[src/serial_hs_pkg.sv]
// shared constants, types and helpers for the serial handshake sequencer
package serial_hs_pkg;

  // ****************************************
  // register map (byte addresses)
  // ****************************************
  localparam logic [7:0] ADDR_CTRL   = 8'h00;
  localparam logic [7:0] ADDR_CFG    = 8'h04;
  localparam logic [7:0] ADDR_TXDATA = 8'h08;
  localparam logic [7:0] ADDR_RXDATA = 8'h0c;
  localparam logic [7:0] ADDR_STATUS = 8'h10;

  // command bits of the control register (write-only, self clearing)
  localparam int CMD_RUN     = 0;
  localparam int CMD_OPEN    = 1;
  localparam int CMD_CLOSE   = 2;
  localparam int CMD_RECV    = 3;
  localparam int CMD_SEND    = 4;
  localparam int CMD_CLR_OVF = 5;

  // configuration register: bits [5:0] hold one hs_cfg_s
  localparam int CFG_W = 6;

  // status register fields
  localparam int ST_STATE_LSB = 0;
  localparam int ST_RTS       = 4;
  localparam int ST_DTR       = 5;
  localparam int ST_CTS       = 6;
  localparam int ST_DSR       = 7;
  localparam int ST_CHAR_BUSY = 8;
  localparam int ST_RX_OVF    = 9;
  localparam int ST_RX_REQ    = 10;
  localparam int ST_TXCNT_LSB = 16;
  localparam int ST_RXCNT_LSB = 24;
  localparam int RX_VALID_BIT = 8;

  localparam int CHAR_W     = 8;
  localparam int FIFO_DEPTH = 16;

  // ****************************************
  // types
  // ****************************************
  typedef enum logic [2:0] {
    terminal_profile     = 3'b000,
    generic_link_profile = 3'b001,
    key_input_profile    = 3'b010,
    display_out_profile  = 3'b011,
    printer_profile      = 3'b100
  } profile_e;

  typedef enum logic [2:0] {
    PORT_CLOSED   = 3'b000,
    PORT_OPEN     = 3'b001,
    PORT_DSR_WAIT = 3'b010,
    PORT_SENDING  = 3'b011,
    PORT_DRAIN    = 3'b100
  } port_state_e;

  typedef struct packed {
    profile_e profile;
    logic     rtsHold;
    logic     ctsGate;
    logic     dsrGate;
  } hs_cfg_s;

  localparam hs_cfg_s CFG_PRI_RESET = '{terminal_profile, 1'b0, 1'b0, 1'b0};
  localparam hs_cfg_s CFG_AUX_RESET = '{printer_profile, 1'b0, 1'b0, 1'b0};

  function automatic logic can_send(input profile_e p);
    return p != key_input_profile;
  endfunction

  function automatic logic can_recv(input profile_e p);
    return (p != display_out_profile) && (p != printer_profile);
  endfunction

  function automatic logic is_quiet(input profile_e p);
    return (p == display_out_profile) || (p == printer_profile);
  endfunction

endpackage

[src/serial_handshake_sequencer.sv]
// modem-control sequencer for one serial port, with APB register access
// ****************************************
// Overview of operation
// - handshake settings latched when port opens
// - pulse mode: RTS off at open, on sending
// - pulse, both gates: RTS drops after data
// - CTS watched only while sending
// - DSR looked at only when send starts
// - CTS low halts after current character
// - CTS high resumes, nothing lost or repeated
// - DSR low at start: send waits pending
// - DSR high at start: transmission begins
// - ignore settings never consult that input
// - receive request raises RTS, no CTS/DSR check
// - RTS on, port open, receiving profile: each received character stored unless the buffer is full
// - close sends queued characters first
// - close discards receive buffer contents
// ****************************************
//
// Design decisions made here: the APB register port and the register addresses.
`timescale 1ns/1ps
`default_nettype none
module serial_handshake_sequencer
  import serial_hs_pkg::*;
#(
  parameter  bit IS_PRIMARY = 1'b1,
  parameter  int DEPTH      = FIFO_DEPTH,
  localparam int CW         = $clog2(DEPTH + 1)
) (
  input  wire logic              clk,
  input  wire logic              rstn,
  input  wire logic              psel,
  input  wire logic              penable,
  input  wire logic              pwrite,
  input  wire logic [7:0]        paddr,
  input  wire logic [31:0]       pwdata,
  output logic      [31:0]       prdata,
  output logic                   pready,
  output logic                   pslverr,
  input  wire logic              cts,
  input  wire logic              dsr,
  output logic                   rts,
  output logic                   dtr,
  output logic      [CHAR_W-1:0] txChar,
  output logic                   txStart,
  input  wire logic              txDone,
  input  wire logic [CHAR_W-1:0] rxChar,
  input  wire logic              rxValid
);

  // ****************************************
  // declarations
  // ****************************************
  localparam hs_cfg_s CFG_DEFAULT = IS_PRIMARY ? CFG_PRI_RESET : CFG_AUX_RESET;

  port_state_e       state;
  hs_cfg_s           cfg;
  hs_cfg_s           cfgShadow;
  logic              ctsSync;
  logic              dsrSync;
  logic              charBusy;
  logic              rxReq;
  logic              rxOvf;
  logic              access;
  logic              wr;
  logic              rd;
  logic              ctrlWr;
  logic              runCmd;
  logic              openCmd;
  logic              closeCmd;
  logic              recvCmd;
  logic              sendCmd;
  logic              clrOvfCmd;
  logic              isOpen;
  logic              sendStart;
  logic              sendEnd;
  logic              recvStart;
  logic              closeDone;
  logic              issue;
  logic              txPush;
  logic              txPushReady;
  logic              txPopValid;
  logic [CHAR_W-1:0] txHead;
  logic [CW-1:0]     txCount;
  logic              txEmpty;
  logic              rxStore;
  logic              rxPushReady;
  logic              rxPopValid;
  logic [CHAR_W-1:0] rxHead;
  logic              rxPop;
  logic [CW-1:0]     rxCount;
  logic              unmapped;

  // ****************************************
  // pin synchronisers and buffers
  // ****************************************
  hs_sync3 u_cts_sync (
    .clk   (clk),
    .rstn  (rstn),
    .pin   (cts),
    .level (ctsSync)
  );

  hs_sync3 u_dsr_sync (
    .clk   (clk),
    .rstn  (rstn),
    .pin   (dsr),
    .level (dsrSync)
  );

  // a run restart empties both queues; closing empties only the receive side
  char_fifo #(.WIDTH(CHAR_W), .DEPTH(DEPTH)) u_tx_fifo (
    .clk       (clk),
    .rstn      (rstn),
    .flush     (runCmd),
    .pushValid (txPush),
    .pushData  (pwdata[CHAR_W-1:0]),
    .pushReady (txPushReady),
    .popValid  (txPopValid),
    .popData   (txHead),
    .popReady  (issue),
    .count     (txCount)
  );

  char_fifo #(.WIDTH(CHAR_W), .DEPTH(DEPTH)) u_rx_fifo (
    .clk       (clk),
    .rstn      (rstn),
    .flush     (runCmd | closeDone),
    .pushValid (rxStore),
    .pushData  (rxChar),
    .pushReady (rxPushReady),
    .popValid  (rxPopValid),
    .popData   (rxHead),
    .popReady  (rxPop),
    .count     (rxCount)
  );

  // ****************************************
  // APB decode
  // ****************************************
  assign access    = psel & penable & pready;
  assign wr        = access & pwrite;
  assign rd        = access & ~pwrite;
  assign ctrlWr    = wr && (paddr == ADDR_CTRL);
  assign runCmd    = ctrlWr & pwdata[CMD_RUN];
  assign openCmd   = ctrlWr & pwdata[CMD_OPEN] & ~pwdata[CMD_RUN];
  assign closeCmd  = ctrlWr & pwdata[CMD_CLOSE] & ~pwdata[CMD_RUN];
  assign recvCmd   = ctrlWr & pwdata[CMD_RECV] & ~pwdata[CMD_RUN];
  assign sendCmd   = ctrlWr & pwdata[CMD_SEND] & ~pwdata[CMD_RUN];
  assign clrOvfCmd = ctrlWr & pwdata[CMD_CLR_OVF];
  // pop only what the setup cycle showed as valid, so a late arrival is never lost
  assign rxPop     = rd && (paddr == ADDR_RXDATA) && prdata[RX_VALID_BIT];

  always_comb begin
    unmapped = 1'b1;
    if (paddr == ADDR_CTRL) begin
      unmapped = 1'b0;
    end else if (paddr == ADDR_CFG) begin
      unmapped = 1'b0;
    end else if (paddr == ADDR_TXDATA) begin
      unmapped = 1'b0;
    end else if (paddr == ADDR_RXDATA) begin
      unmapped = 1'b0;
    end else if (paddr == ADDR_STATUS) begin
      unmapped = 1'b0;
    end
  end

  // no wait state: answer is prepared in the setup cycle
  always_ff @(posedge clk) begin
    if (!rstn) begin
      pready  <= 1'b0;
      pslverr <= 1'b0;
      prdata  <= '0;
    end else begin
      pready  <= psel & ~penable;
      pslverr <= psel & ~penable & (unmapped | (pwrite && (paddr == ADDR_TXDATA) &&
                 !txPushReady));
      if (psel && !penable && !pwrite) begin
        if (paddr == ADDR_CFG) begin
          prdata <= {{(32 - CFG_W){1'b0}}, cfgShadow};
        end else if (paddr == ADDR_RXDATA) begin
          prdata <= rxPopValid ? {23'h000000, 1'b1, rxHead} : '0;
        end else if (paddr == ADDR_STATUS) begin
          prdata <= '0;
          prdata[ST_STATE_LSB +: 3]  <= state;
          prdata[ST_RTS]             <= rts;
          prdata[ST_DTR]             <= dtr;
          prdata[ST_CTS]             <= ctsSync;
          prdata[ST_DSR]             <= dsrSync;
          prdata[ST_CHAR_BUSY]       <= charBusy;
          prdata[ST_RX_OVF]          <= rxOvf;
          prdata[ST_RX_REQ]          <= rxReq;
          prdata[ST_TXCNT_LSB +: 8]  <= 8'(txCount);
          prdata[ST_RXCNT_LSB +: 8]  <= 8'(rxCount);
        end else begin
          prdata <= '0;
        end
      end
    end
  end

  // ****************************************
  // configuration
  // ****************************************
  always_ff @(posedge clk) begin
    if (!rstn) begin
      cfgShadow <= CFG_DEFAULT;
    end else if (wr && (paddr == ADDR_CFG)) begin
      cfgShadow <= hs_cfg_s'(pwdata[CFG_W-1:0]);
    end
  end

  // later writes to the shadow do not disturb an open port
  always_ff @(posedge clk) begin
    if (!rstn || runCmd) begin
      cfg <= CFG_DEFAULT;
    end else if (openCmd && (state == PORT_CLOSED)) begin
      cfg <= cfgShadow;
    end
  end

  // ****************************************
  // port sequence
  // ****************************************
  assign isOpen    = state != PORT_CLOSED;
  assign txEmpty   = !txPopValid;
  assign sendStart = (state == PORT_OPEN) && sendCmd && !closeCmd && can_send(cfg.profile);
  assign sendEnd   = (state == PORT_SENDING) && !closeCmd && txEmpty && !charBusy;
  assign recvStart = isOpen && recvCmd && can_recv(cfg.profile) && !rts;
  assign closeDone = ((state == PORT_OPEN) && closeCmd && txEmpty) ||
                     ((state == PORT_DRAIN) && txEmpty && !charBusy);
  assign txPush    = wr && (paddr == ADDR_TXDATA) && isOpen && (state != PORT_DRAIN) &&
                     can_send(cfg.profile);

  always_ff @(posedge clk) begin
    if (!rstn || runCmd) begin
      state <= PORT_CLOSED;
    end else begin
      case (state)
        PORT_CLOSED: begin
          if (openCmd) begin
            state <= PORT_OPEN;
          end
        end
        PORT_OPEN: begin
          if (closeCmd) begin
            state <= txEmpty ? PORT_CLOSED : PORT_DRAIN;
          end else if (sendStart) begin
            // DSR is judged here, at the start of the send, and not again
            state <= (cfg.dsrGate && !dsrSync) ? PORT_DSR_WAIT : PORT_SENDING;
          end
        end
        PORT_DSR_WAIT: begin
          if (closeCmd) begin
            state <= PORT_DRAIN;
          end else if (dsrSync) begin
            state <= PORT_SENDING;
          end
        end
        PORT_SENDING: begin
          if (closeCmd) begin
            state <= PORT_DRAIN;
          end else if (sendEnd) begin
            state <= PORT_OPEN;
          end
        end
        PORT_DRAIN: begin
          if (txEmpty && !charBusy) begin
            state <= PORT_CLOSED;
          end
        end
        default: begin
          state <= PORT_CLOSED;
        end
      endcase
    end
  end

  // ****************************************
  // character pacing
  // ****************************************
  // CTS counts only in the sending state; a drain at close does not wait for it
  assign issue = txPopValid && !charBusy &&
                 (((state == PORT_SENDING) && (!cfg.ctsGate || ctsSync)) ||
                  (state == PORT_DRAIN));

  // the character in flight always completes, so a halt never splits one
  always_ff @(posedge clk) begin
    if (!rstn || runCmd) begin
      charBusy <= 1'b0;
      txStart  <= 1'b0;
      txChar   <= '0;
    end else begin
      txStart <= issue;
      if (issue) begin
        charBusy <= 1'b1;
        txChar   <= txHead;
      end else if (txDone) begin
        charBusy <= 1'b0;
      end
    end
  end

  // ****************************************
  // receive side
  // ****************************************
  assign rxStore = rxValid && rts && isOpen && can_recv(cfg.profile);

  always_ff @(posedge clk) begin
    if (!rstn || runCmd || closeDone) begin
      rxReq <= 1'b0;
    end else if (recvStart && !cfg.rtsHold) begin
      rxReq <= 1'b1;
    end else if (rxStore) begin
      rxReq <= 1'b0;
    end
  end

  // overflow is sticky; a new overflow beats a clear in the same cycle
  always_ff @(posedge clk) begin
    if (!rstn || runCmd) begin
      rxOvf <= 1'b0;
    end else if (rxStore && !rxPushReady) begin
      rxOvf <= 1'b1;
    end else if (clrOvfCmd) begin
      rxOvf <= 1'b0;
    end
  end

  // ****************************************
  // modem-control outputs
  // ****************************************
  always_ff @(posedge clk) begin
    if (!rstn) begin
      rts <= IS_PRIMARY;
    end else if (runCmd) begin
      rts <= 1'b0;
    end else if (openCmd && (state == PORT_CLOSED)) begin
      rts <= cfgShadow.rtsHold;
    end else if (closeDone) begin
      rts <= 1'b0;
    end else if (!cfg.rtsHold && isOpen) begin
      if (sendStart) begin
        rts <= 1'b1;
      end else if (recvStart) begin
        rts <= 1'b1;
      end else if (sendEnd && cfg.ctsGate && cfg.dsrGate) begin
        rts <= 1'b0;
      end else if (rxReq && rxStore && (state == PORT_OPEN)) begin
        rts <= 1'b0;
      end
    end
  end

  // primary DTR idles high, auxiliary low; quiet profiles keep DTR off while open
  always_ff @(posedge clk) begin
    if (!rstn || runCmd) begin
      dtr <= IS_PRIMARY;
    end else if (openCmd && (state == PORT_CLOSED)) begin
      dtr <= !is_quiet(cfgShadow.profile);
    end else if (closeDone) begin
      dtr <= IS_PRIMARY;
    end
  end
endmodule
`default_nettype wire

[src/hs_sync3.sv]
// three-stage synchroniser for a modem-control input pin
`timescale 1ns/1ps
`default_nettype none
module hs_sync3 (
  input  wire logic clk,
  input  wire logic rstn,
  input  wire logic pin,
  output logic      level
);
  logic q1;
  logic q2;
  logic q3;

  // q1 feeds q2 only; the level moves once q2 and q3 agree
  always_ff @(posedge clk) begin
    if (!rstn) begin
      q1    <= 1'b0;
      q2    <= 1'b0;
      q3    <= 1'b0;
      level <= 1'b0;
    end else begin
      q1 <= pin;
      q2 <= q1;
      q3 <= q2;
      if (q2 == q3) begin
        level <= q3;
      end
    end
  end
endmodule
`default_nettype wire

[src/char_fifo.sv]
// character queue with flush, used for the transmit and receive buffers
`timescale 1ns/1ps
`default_nettype none
module char_fifo #(
  parameter  int WIDTH = 8,
  parameter  int DEPTH = 16,
  localparam int AW    = $clog2(DEPTH),
  localparam int CW    = $clog2(DEPTH + 1)
) (
  input  wire logic             clk,
  input  wire logic             rstn,
  input  wire logic             flush,
  input  wire logic             pushValid,
  input  wire logic [WIDTH-1:0] pushData,
  output logic                  pushReady,
  output logic                  popValid,
  output logic      [WIDTH-1:0] popData,
  input  wire logic             popReady,
  output logic      [CW-1:0]    count
);
  logic [WIDTH-1:0] mem [DEPTH];
  logic [AW-1:0]    wptr;
  logic [AW-1:0]    rptr;
  logic             push;
  logic             pop;

  assign push      = pushValid & pushReady;
  assign pop       = popValid & popReady;
  assign pushReady = count != CW'(DEPTH);
  assign popValid  = count != '0;
  assign popData   = mem[rptr];

  // flush beats any push or pop in the same cycle
  always_ff @(posedge clk) begin
    if (!rstn || flush) begin
      wptr  <= '0;
      rptr  <= '0;
      count <= '0;
    end else begin
      if (push) begin
        wptr <= (wptr == AW'(DEPTH - 1)) ? '0 : wptr + 1'b1;
      end
      if (pop) begin
        rptr <= (rptr == AW'(DEPTH - 1)) ? '0 : rptr + 1'b1;
      end
      if (push && !pop) begin
        count <= count + 1'b1;
      end else if (pop && !push) begin
        count <= count - 1'b1;
      end
    end
  end

  always_ff @(posedge clk) begin
    if (push) begin
      mem[wptr] <= pushData;
    end
  end
endmodule
`default_nettype wire

[config.mk]
export PLATFORM = sky130hd
export DESIGN_NAME = serial_handshake_sequencer
export DESIGN_NICKNAME = d
export VERILOG_FILES = /design/src/serial_hs_pkg.sv /design/src/serial_handshake_sequencer.sv /design/src/hs_sync3.sv /design/src/char_fifo.sv
export SDC_FILE = /design/constraint.sdc
export NUM_CORES = 1
export LEC_CHECK = 0
export BUFFER_PORTS_ARGS = -buffer_cell sky130_fd_sc_hd__buf_4
export CORE_ASPECT_RATIO = 1.25
export CORE_UTILIZATION = 47
export CTS_BUF_LIST = sky130_fd_sc_hd__clkbuf_2 sky130_fd_sc_hd__clkbuf_4 sky130_fd_sc_hd__clkbuf_8
export CTS_CLUSTER_DIAMETER = 60
export CTS_CLUSTER_SIZE = 14
export DETAILED_ROUTE_END_ITERATION = 8
export MAX_ROUTING_LAYER = met4
export PLACE_DENSITY_LB_ADDON = 0.3
export SLEW_MARGIN = 20
export SYNTH_ARGS = -nofsm -noshare
export SYNTH_HDL_FRONTEND = slang
export SYNTH_SLANG_ARGS = --single-unit
[constraint.sdc]
create_clock -name clk -period 3.1 [get_ports clk]
set_input_delay 0.31 -clock clk [delete_from_list [all_inputs] [get_ports clk]]
set_output_delay 0.31 -clock clk [all_outputs]
set_load 0.01 [all_outputs]
# Word level (Yosys, flattened, before mapping)
# Memories as Yosys holds them, arrays and structs flattened. A register that Yosys moved wholly into a read port is not among the register bits.
# Cells that the tools add are included.
# word_totals
regBits	89
ram_bits	256
out_inout_bits	45
latchBits	0
rom_bits	0
wordCells	229
mem_count	2
input_bits	57
# classes
n_reduce_logical	85
mux	50
n_eq_ne	27
addsub	8
multipliers	0
magnitude_cmp	0
n_div	0
bitwise_logic	25
shifts	0
# memory_table
memory	words	word_bits	read_ports	rd_clocked_by_memory_dff	write_ports	line_no	text
u_rx_fifo.mem	16	8	1	1	1	char_fifo.sv:21	logic [WIDTH-1:0] mem [DEPTH];
u_tx_fifo.mem	16	8	1	1	1	char_fifo.sv:21	
# ops
operator	count
two-way mux 29 bit	3
logical AND 1 bit	46
two-way mux 3 bit	9
two-way mux 1 bit	26
two-way mux 4 bit	6
bitwise AND 1 bit	20
two-way mux 5 bit	4
zero test 1 bit	17
adder 4 x 1 -> 4 bit (second input constant)	4
equality test 4 bit (second input constant)	4
equality test 8 x 4 -> 1 bit (second input constant)	2
case mux 3 bit (5 select lines)	1
inequality test 3 bit (second input constant)	4
nonzero test 2 bit	6
adder 5 x 1 -> 5 bit (second input constant)	2
inequality test 5 bit (second input constant)	2
nonzero test 5 bit	2
subtractor 5 x 1 -> 5 bit (second input constant)	2
equality test 3 x 2 -> 1 bit (second input constant)	3
two-way mux 9 bit	1
inequality test 3 x 2 -> 1 bit (second input constant)	3
equality test 8 x 3 -> 1 bit (second input constant)	1
equality test 8 x 5 -> 1 bit (second input constant)	1
zero test 8 bit	1
other kinds (14)	25

# Logic depth before layout (Yosys ltp)
# Gate-level depths: netlist of the first run.
# depth
word_depth	19
mapped_depth	15
depth_no_buf	13

# Cells and area by module
# From an unflattened synthesis of the first run, not the netlist that was laid out.
# unflattened
cells_unflattened	931
area_unflattened_um2	14401.3
# by_module_without_submodules
mod	cells_each	seq_area_each_um2	instances	area_each_um2
char_fifo	313	4184.0	2	5781.8
serial_handshake_sequencer	285	1041.0	1	2605.0
hs_sync3	10	80.1	2	116.4

# Least setup slack after synthesis of the first run
# No wires, ideal clock.
# synth_timing
kind	flip-flop to flip-flop
start	reg pready
end	reg u_tx_fifo.count[4]
period_less_slack_ps	3196
path_buffers	0
setup_slack_ps	-96
t_required_ps	2972
arrival_ps	3068
stages_incl_launch_ff	13
setup_ps	128
path_cell_list	dfxtp_1 nand4_4 or4_4 a211oi_4 ha_1 inv_1 ha_1 nor2b_1 o21a_1 or3_1 a21oi_1 xnor2_1 nor2_1
# synth_between
elab_chain_len	10
elab_cells_between_ends	15
cone_classes	mux (1); bitwise (4); reduce/logical (10)
# synth_lines
item	line_no	text
from (decl)	serial_handshake_sequencer.sv:38	output logic pready,
from (signal assigned)	serial_handshake_sequencer.sv:176	pready <= psel & ~penable;
bitwise AND 1 bit *	serial_handshake_sequencer.sv:141	assign access = psel & penable & pready;
bitwise AND 1 bit *	serial_handshake_sequencer.sv:142	assign wr = access & pwrite;
logical AND 1 bit * (4 in series)	serial_handshake_sequencer.sv:233	assign txPush = wr && (paddr == ADDR_TXDATA) && isOpen && (state != PORT_DRAIN) &&
bitwise AND 1 bit *	char_fifo.sv:27	assign push = pushValid & pushReady;
via u_tx_fifo.push	char_fifo.sv:24	logic push;
zero test 1 bit	char_fifo.sv:48	end else if (pop && !push) begin
logical AND 1 bit	char_fifo.sv:48	
nonzero test 2 bit (no source line)	--	
to (signal assigned)	char_fifo.sv:47	count <= count + 1'b1;
to (signal assigned)	char_fifo.sv:49	count <= count - 1'b1;
to (decl)	char_fifo.sv:19	output logic [CW-1:0] count
# The timed path passes the listed nets; every way through them passes the cells marked *.
# A chain may end at the register's enable or synchronous reset.

# Final worst setup path of the first run
# layout_timing
start	in penable
end	reg u_tx_fifo.count[4]
# layout_between
elab_chain_len	11
elab_cells_between_ends	16
cone_classes	mux (1); bitwise (5); reduce/logical (10)
# layout_lines
item	line_no	text
from (decl)	serial_handshake_sequencer.sv:33	input wire logic penable,
bitwise AND 1 bit * (2 in series)	serial_handshake_sequencer.sv:141	
bitwise AND 1 bit *	serial_handshake_sequencer.sv:142	
logical AND 1 bit * (4 in series)	serial_handshake_sequencer.sv:233	
bitwise AND 1 bit *	char_fifo.sv:27	
via u_tx_fifo.push	char_fifo.sv:24	
zero test 1 bit	char_fifo.sv:48	
logical AND 1 bit	char_fifo.sv:48	
nonzero test 2 bit (no source line)	--	
# Marked as above.

==> summary.md, run 1 <==
| Metric | Value |
|---|---|
| Outcome | finished clean |
| Max-slew violations | 0 |
| Crit path launch | penable |
| Initial DRC Count | around 400 |
| Area leader, netlist | edfxtp_1 |
| Data arrival, critical path | about 3.4 ns |
| Setup violations, final | 0 |
| Cell area after placement | about 15000 µm² |
| All-Layer GR Usage | approximately a fifth |
| Placed cells | 1387 |
| Post-DP HPWL | between 15000 and 20000 µm |
| PD cells | 482.6 nW/µm² |
| TritonRoute pass-1 iters | 5 |
| Fill cells | between 2000 and 2500 |
| Initial antenna violation count | 0 |
| R2R setup slack | 0.18 ns |
| Die H | 195.8 µm |
| Post-synth EDFFs | about 260 |
| Vias per cell | around 5.5 |
| Fin crit period | a little under 3 ns |
| Input/output buffers | 66 |
| Crit end category | register |
| #FFs+latches synth | around 350 |
| Antenna diode instance count | 0 |
| H-tree levels | 1 |
| Share of Yosys cell area claimed by the top area cell type | between 50% and 60% |
| CTS tree | done |
| Top cells by instance count after synthesis | 256 x edfxtp_1, 90 x dfxtp_1, 72 x mux4_2 |
| Core area | 29430 µm² |
| Met1 Track Usage GR | about 25% |
| Top post-synthesis cells by area | edfxtp_1 54%, dfxtp_1 13%, mux4_2 11%, a21oi_1 2.1%, nand2_1 1.9% |
| Mapped Cells | between 900 and 1000 |
| Max rail drop VDD | between 400 and 500 µV |
| Area growth from synthesis to layout | 13.18% |
| Clk_skew | 0.03921 ns |
| Critical path class | input port to register |
| Nets | 1112 |
| First-pass GRT wire length | roughly 45000 µm |
| Sequential share of the synthesized area | a little under 70% |
| Initial core utilization | between 40% and 50% |
| Reg2reg path depth | 12 |
| Slew of the pin with the lowest slew margin | around 0.74 ns |
| RSZ-0062 raised after global routing | no |
| Reg-to-reg startpoint | pready |
| Design Area, Final | 15980 µm² |
| Max_slew headroom | 50.27% |
| Sink Count | ~350 |
| Grt total ovfl | 0 |
| Count leader, synth | edfxtp_1 |
| Die width | approximately 160 µm |
| Clock Latency Late Sink | approximately 0.6 ns |
| CP max stage delay | between 0.5 and 0.6 ns |
| Met3 usage | ~2.5% |
| Cell Chain, Critical Path | dlygate4sd3_1 -> buf_4 -> nand4_4 -> or4_4 -> a211oi_4 -> ha_2 -> inv_1 -> ha_1 -> nor2b_1 -> o21a_1 -> or3_1 -> a21oi_2 -> xnor2_1 -> nor2_1 |
| Vias | 7995 |
| Mapped Area | approximately 14000 µm² |
| Leakage | 5.269 nW |
| Post CTS Setup Buffer Count | 0 |
| Crit path max-delay family | simple AND/OR/NAND/NOR gates |
| WP data required | roughly 3.6 ns |
| Hold Vio Cnt, Final | 0 |
| WL final | around 30000 µm |
| Max-Cap Viols | 0 |
| Final cell count without fillers | around 1500 |
| Drt drc | 0 |
| Worst Path Max Fanout | 5 |
| Ys flop type | edfxtp_1 |
| CTS Buf Count | 29 |
| Detail Route Antenna Nets | 0 |
| CP Launch Type | input port |
| Post-route clock period utilization | between 90% and 100% |
| Worst path slowest cell | dlygate4sd3_1 |
| CP Depth | 14 |
| Clk pin slew, worst setup/hold paths | ~0.090 ns |
| Site Rows | 70 |
| Die area | between 30000 and 40000 µm² |
| Mean Syn Cell Area | about 15 µm² |
| Most Crowded Layer GR | met2 |
| Ys async rst share | 0% |
| DR WL/cell | between 20 and 25 µm |
| Largest net degree at the start of global routing | 38 |
| CTS root buf | clkbuf_8 |
| Ys Warns | 0 |
| GPL Wtd Cong | ~0.86 |
| Setup TNS | 0 ns |
| Critical Path End | u_tx_fifo.count[4] |
| Vias in the first global route | ~8000 |
| Reg-to-reg endpoint | u_tx_fifo.count[4] |
| Distinct cells, synth | slightly above 60 |
| Fmax | 0.3396 GHz |
| Share of post-route cells with drive strength above 1 | between 20% and 30% |
| Met2 Use GR | around a third |
| CTS Buffer Depth | 3 |
| I/O pins | approximately 100 |
| CP bufs+invs | 3 |
| Hold crit path type | input port to register |
layer usage:
| layer | share of wire, % | vias up |
|---|---|---|
| li1 | - | 3740 |
| met1 | 41 | 4050 |
| met2 | 53 | 168 |
| met3 | 3.9 | 37 |
| met4 | 2.0 | 0 |
| met5 | 0 | - |
worst min-delay path by stage:
stage,startpoint,endpoint,slack (ns),cells after the start
floorplan,penable,pready,0.39,1
global placement,u_cts_sync.q1,u_cts_sync.q2,0.42,1
detailed placement,u_dsr_sync.q1,u_dsr_sync.q2,0.43,1
global route,pwdata[6],u_tx_fifo.mem[8][6],0.02,1
CTS,pwdata[6],u_tx_fifo.mem[5][6],0.002,1
finish,pwdata[6],u_tx_fifo.mem[5][6],0.04,1
cells in the final DEF (no fill, tap or decap), types with 11 or more instances in the layout:
cell type | netlist | final
clkbuf_8 | 0 | 29
inv_1 | 17 | 17
a21oi_1 | 60 | 59
edfxtp_1 | 256 | 256
nand3_1 | 18 | 18
clkbuf_4 | 0 | 19
ha_1 | 18 | 17
mux2i_1 | 19 | 19
buf_4 | 11 | 115
dlygate4sd3_1 | 0 | 13
conb_1 | 1 | 11
mux4_2 | 72 | 72
nand2_1 | 71 | 71
dfxtp_1 | 90 | 87
o21ai_0 | 23 | 22
nor2_1 | 57 | 57
nor3_1 | 13 | 12
and2_1 | 21 | 21
kinds of logic (layout without fill, tap and decap cells):
logic type / after synthesis / in the layout / share of synthesized area [%]
DFF: 346 / 346 / 67.22
adders and majority gates: 20 / 20 / 1.879
xor gates and xnor gates: 12 / 12 / 0.7445
muxes: 98 / 98 / 13.39
and+or+nand+nor: 244 / 244 / 8.783
other: 1 / 11 / 0.02656
buffers and inverters: 78 / 197 / 2.446
AOI/OAI and AO/OA: 127 / 127 / 5.513
state kept, by name, indices dropped and copies added, names as in the netlist, 5 cells and up, named ones only:
name / flops
cfg: 6
cfgShadow: 6
prdata: 21
txChar: 8
u_rx_fifo.count: 5
u_rx_fifo.mem: 128
u_tx_fifo.count: 5
u_tx_fifo.mem: 128
stage by stage:
stage	setup slack (ns)	utilization, %	hold WS, ns	total power [mW]
finish	0.1557	54.29	0.03673	7.711
global route	0.03747	54.29	0.01636	7.945
CTS	0.1673	54.26	0.001777	7.770
detailed placement	-0.006272	51.90	0.4291	5.237
global placement	0.05515	51.90	0.4238	5.232
floorplan	0.03175	-	0.3867	5.132
power by group:
group / internal (mW) / switching [mW]
registers: 4.96 / 0.00559
clock network: 1.11 / 1.46
logic: 0.0603 / 0.113
layout make-up:
| class | instances | area, µm² | area share [%] |
|---|---|---|---|
| clock buffer | 48 | 541.8 | 3.391 |
| clock inverter | 3 | 22.52 | 0.1410 |
| inverter | 17 | 63.81 | 0.3994 |
| multi-input combinational | 512 | 4348 | 27.21 |
| sequential | 346 | 9493 | 59.41 |
| tap | 396 | 495.5 | 3.101 |
| timing repair buffer | 129 | 1013 | 6.343 |
timing repair:
item                       4_1_cts  5_1_grt
hold endpoints to repair       100        0
hold buffers                    13        0
gates resized for setup          0        3
setup endpoints to repair        0        2
Power figures use the tool's default switching activity.
==> inputs of run 2 (changes only) <==
==> constraint.sdc (replaced) <==
create_clock -name clk -period 3.1 [get_ports clk]
set_input_delay 0.465 -clock clk [delete_from_list [all_inputs] [get_ports clk]]
set_output_delay 0.465 -clock clk [all_outputs]
set_load 0.01 [all_outputs]
==> summary.md, run 2 (synthesis gave the netlist of run 1 again) <==
| Metric | Value |
|---|---|
| Most frequent cells in the layout | 256 x edfxtp_1, 119 x buf_4, 88 x dfxtp_1 |
| Combinational share of power | ~2.1% |
| GPL Wtd Cong | a little under 0.9 |
| DR WL/cell | just under 20 µm |
| Hold Vio Cnt, Final | 0 |
| CTS Buf Count | 28 |
| Net Sw Power | 1.533 mW |
| Clock share of power | about a third |
| H-tree levels | 1 |
| Max_slew headroom | between 50% and 60% |
| Fmax | around 0.35 GHz |
| Crit path max-delay family | compound AO/OA/AOI/OAI gates |
| Hold crit path type | input port to register |
| Clock Latency Late Sink | roughly 0.60 ns |
| Post CTS Setup Buffer Count | 0 |
| Worst Path Max Fanout | 8 |
| Vias | approximately 7800 |
| Post-DP HPWL | a little under 20000 µm |
| Die width | between 150 and 200 µm |
| Initial DRC Count | around 510 |
| Detail Route Antenna Nets | 0 |
| Fin crit period | between 2 and 3 ns |
| Grt total ovfl | 0 |
| Most frequent CP cell | a21oi_1 |
| Internal | 6.122 mW |
| Initial antenna violation count | 0 |
| RSZ-0062 raised after global routing | no |
| I/O pins | 102 |
| TritonRoute pass-1 iters | 5 |
| Setup TNS | 0 ns |
| Slew of the pin with the lowest slew margin | a little under 0.7 ns |
| Clk pin slew, worst setup/hold paths | 0.10 ns |
| CP bufs+invs | 2 |
| Die area | slightly above 30000 µm² |
| Max rail drop VDD | roughly 420 µV |
| Worst path slowest cell | fa_1 |
| PD cells | just under 500 nW/µm² |
| Max-slew violations | 0 |
| CP max stage delay | about 0.41 ns |
| Commonest non-fill, non-tap cell in the layout | edfxtp_1 |
| Site Rows | 70 |
| CTS Buffer Depth | 3 |
| Net Sw Frac | 20.03% |
| Vias in the first global route | 7832 |
| All-Layer GR Usage | roughly a fifth |
| Hold Slack | 0.09068 ns |
| Pwr Total | between 7 and 8 mW |
| Nets | 1103 |
| Top Registers | u_rx_fifo.mem x128, u_tx_fifo.mem x128, prdata x21 |
| Die H | about 200 µm |
| Drt drc | 0 |
| Leakage | between 5 and 6 nW |
| Largest net degree at the start of global routing | 38 |
| Input/output buffers | 66 |
| WL final | 28210 µm |
| Max-Cap Viols | 0 |
| Vias per cell | 5.433 |
| Post-route clock period utilization | slightly above 90% |
| Outcome | finished clean |
| Core area | 29430 µm² |
| First-pass GRT wire length | around 44000 µm |
| CTS root buf | clkbuf_8 |
| Share of post-route cells with drive strength above 1 | between 20 and 30% |
| Crit end category | register |
| CP Launch Type | register |
| Critical path class | register to register |
| Area growth from synthesis to layout | 12.63% |
| Setup violations, final | 0 |
| Post-layout util | approximately 54% |
| Antenna diode instance count | 0 |
| Sink Count | between 300 and 400 |
| CTS tree | done |
| Cell Chain, Critical Path | buf_4 -> o311a_1 -> nand3_1 -> a21oi_1 -> ha_1 -> inv_1 -> fa_1 -> a21o_1 -> a21oi_1 -> xnor2_1 -> or3_1 -> a21oi_1 |
| Clk_skew | between 0.04 and 0.05 ns |
| WP data required | 3.64 ns |
| Data arrival, critical path | ~3.4 ns |
| Final cell count without fillers | 1442 |
| Initial core utilization | a little under half |
| Seq pwr share | 64.9% |
| Placed cells | about 1400 |
==> run 2: power groups by stage <==
| stage | logic, mW | clock network [mW] | registers, mW |
|---|---|---|---|
| finish | 0.164 | 2.52 | 4.97 |
| global route | 0.179 | 2.76 | 4.97 |
| CTS | 0.165 | 2.59 | 4.97 |
| detailed placement | 0.165 | 0 | 5.08 |
| global placement | 0.159 | 0 | 5.08 |
| floorplan | 0.0542 | 0 | 5.08 |
==> run 2: metrics by stage <==
stage	area [µm²]	setup slack [ns]
floorplan	14180	0.02121
global placement	15350	0.03519
detailed placement	15350	0.01272
CTS	15900	0.1844
global route	15900	0.01927
finish	15900	0.2040
==> run 2: repair_timing <==
| action | 4_1_cts | 5_1_grt |
|---|---|---|
| setup endpoints to repair | 0 | 1 |
| hold buffers | 0 | 0 |
| resized for setup | 0 | 1 |
| hold endpoints to repair | 0 | 0 |
==> run 2: cell type report <==
type | instances | area (µm²)
multi-input cells | 512 | 4362
fillers | 2407 | 13530
inverters | 17 | 63.81
repair buffers | 121 | 933.4
well taps | 396 | 495.5
clock inverters | 1 | 5.005
clock buffers | 49 | 549.3
flip-flops and latches | 346 | 9492
==> run 2: worst paths after layout <==
check / from / endpoint / slack (ns) / depth (start not counted)
max: state[0] / u_rx_fifo.count[4] / 0.20 / 12
max reg2reg: state[0] / u_rx_fifo.count[4] / 0.20 / 12
min reg2reg: u_cts_sync.q1 / u_cts_sync.q2 / 0.44 / 1
min: cts / u_cts_sync.q1 / 0.09 / 2
==> run 2: routing by layer <==
layer  share of wire [%]  vias up  global-route usage, %
met2                  53      157                  33.79
met4                 1.7        0                  4.495
met3                 4.7       34                  3.048
met1                  41     3922                  23.87
li1                    -     3722                      -
met5                   0        -                      -
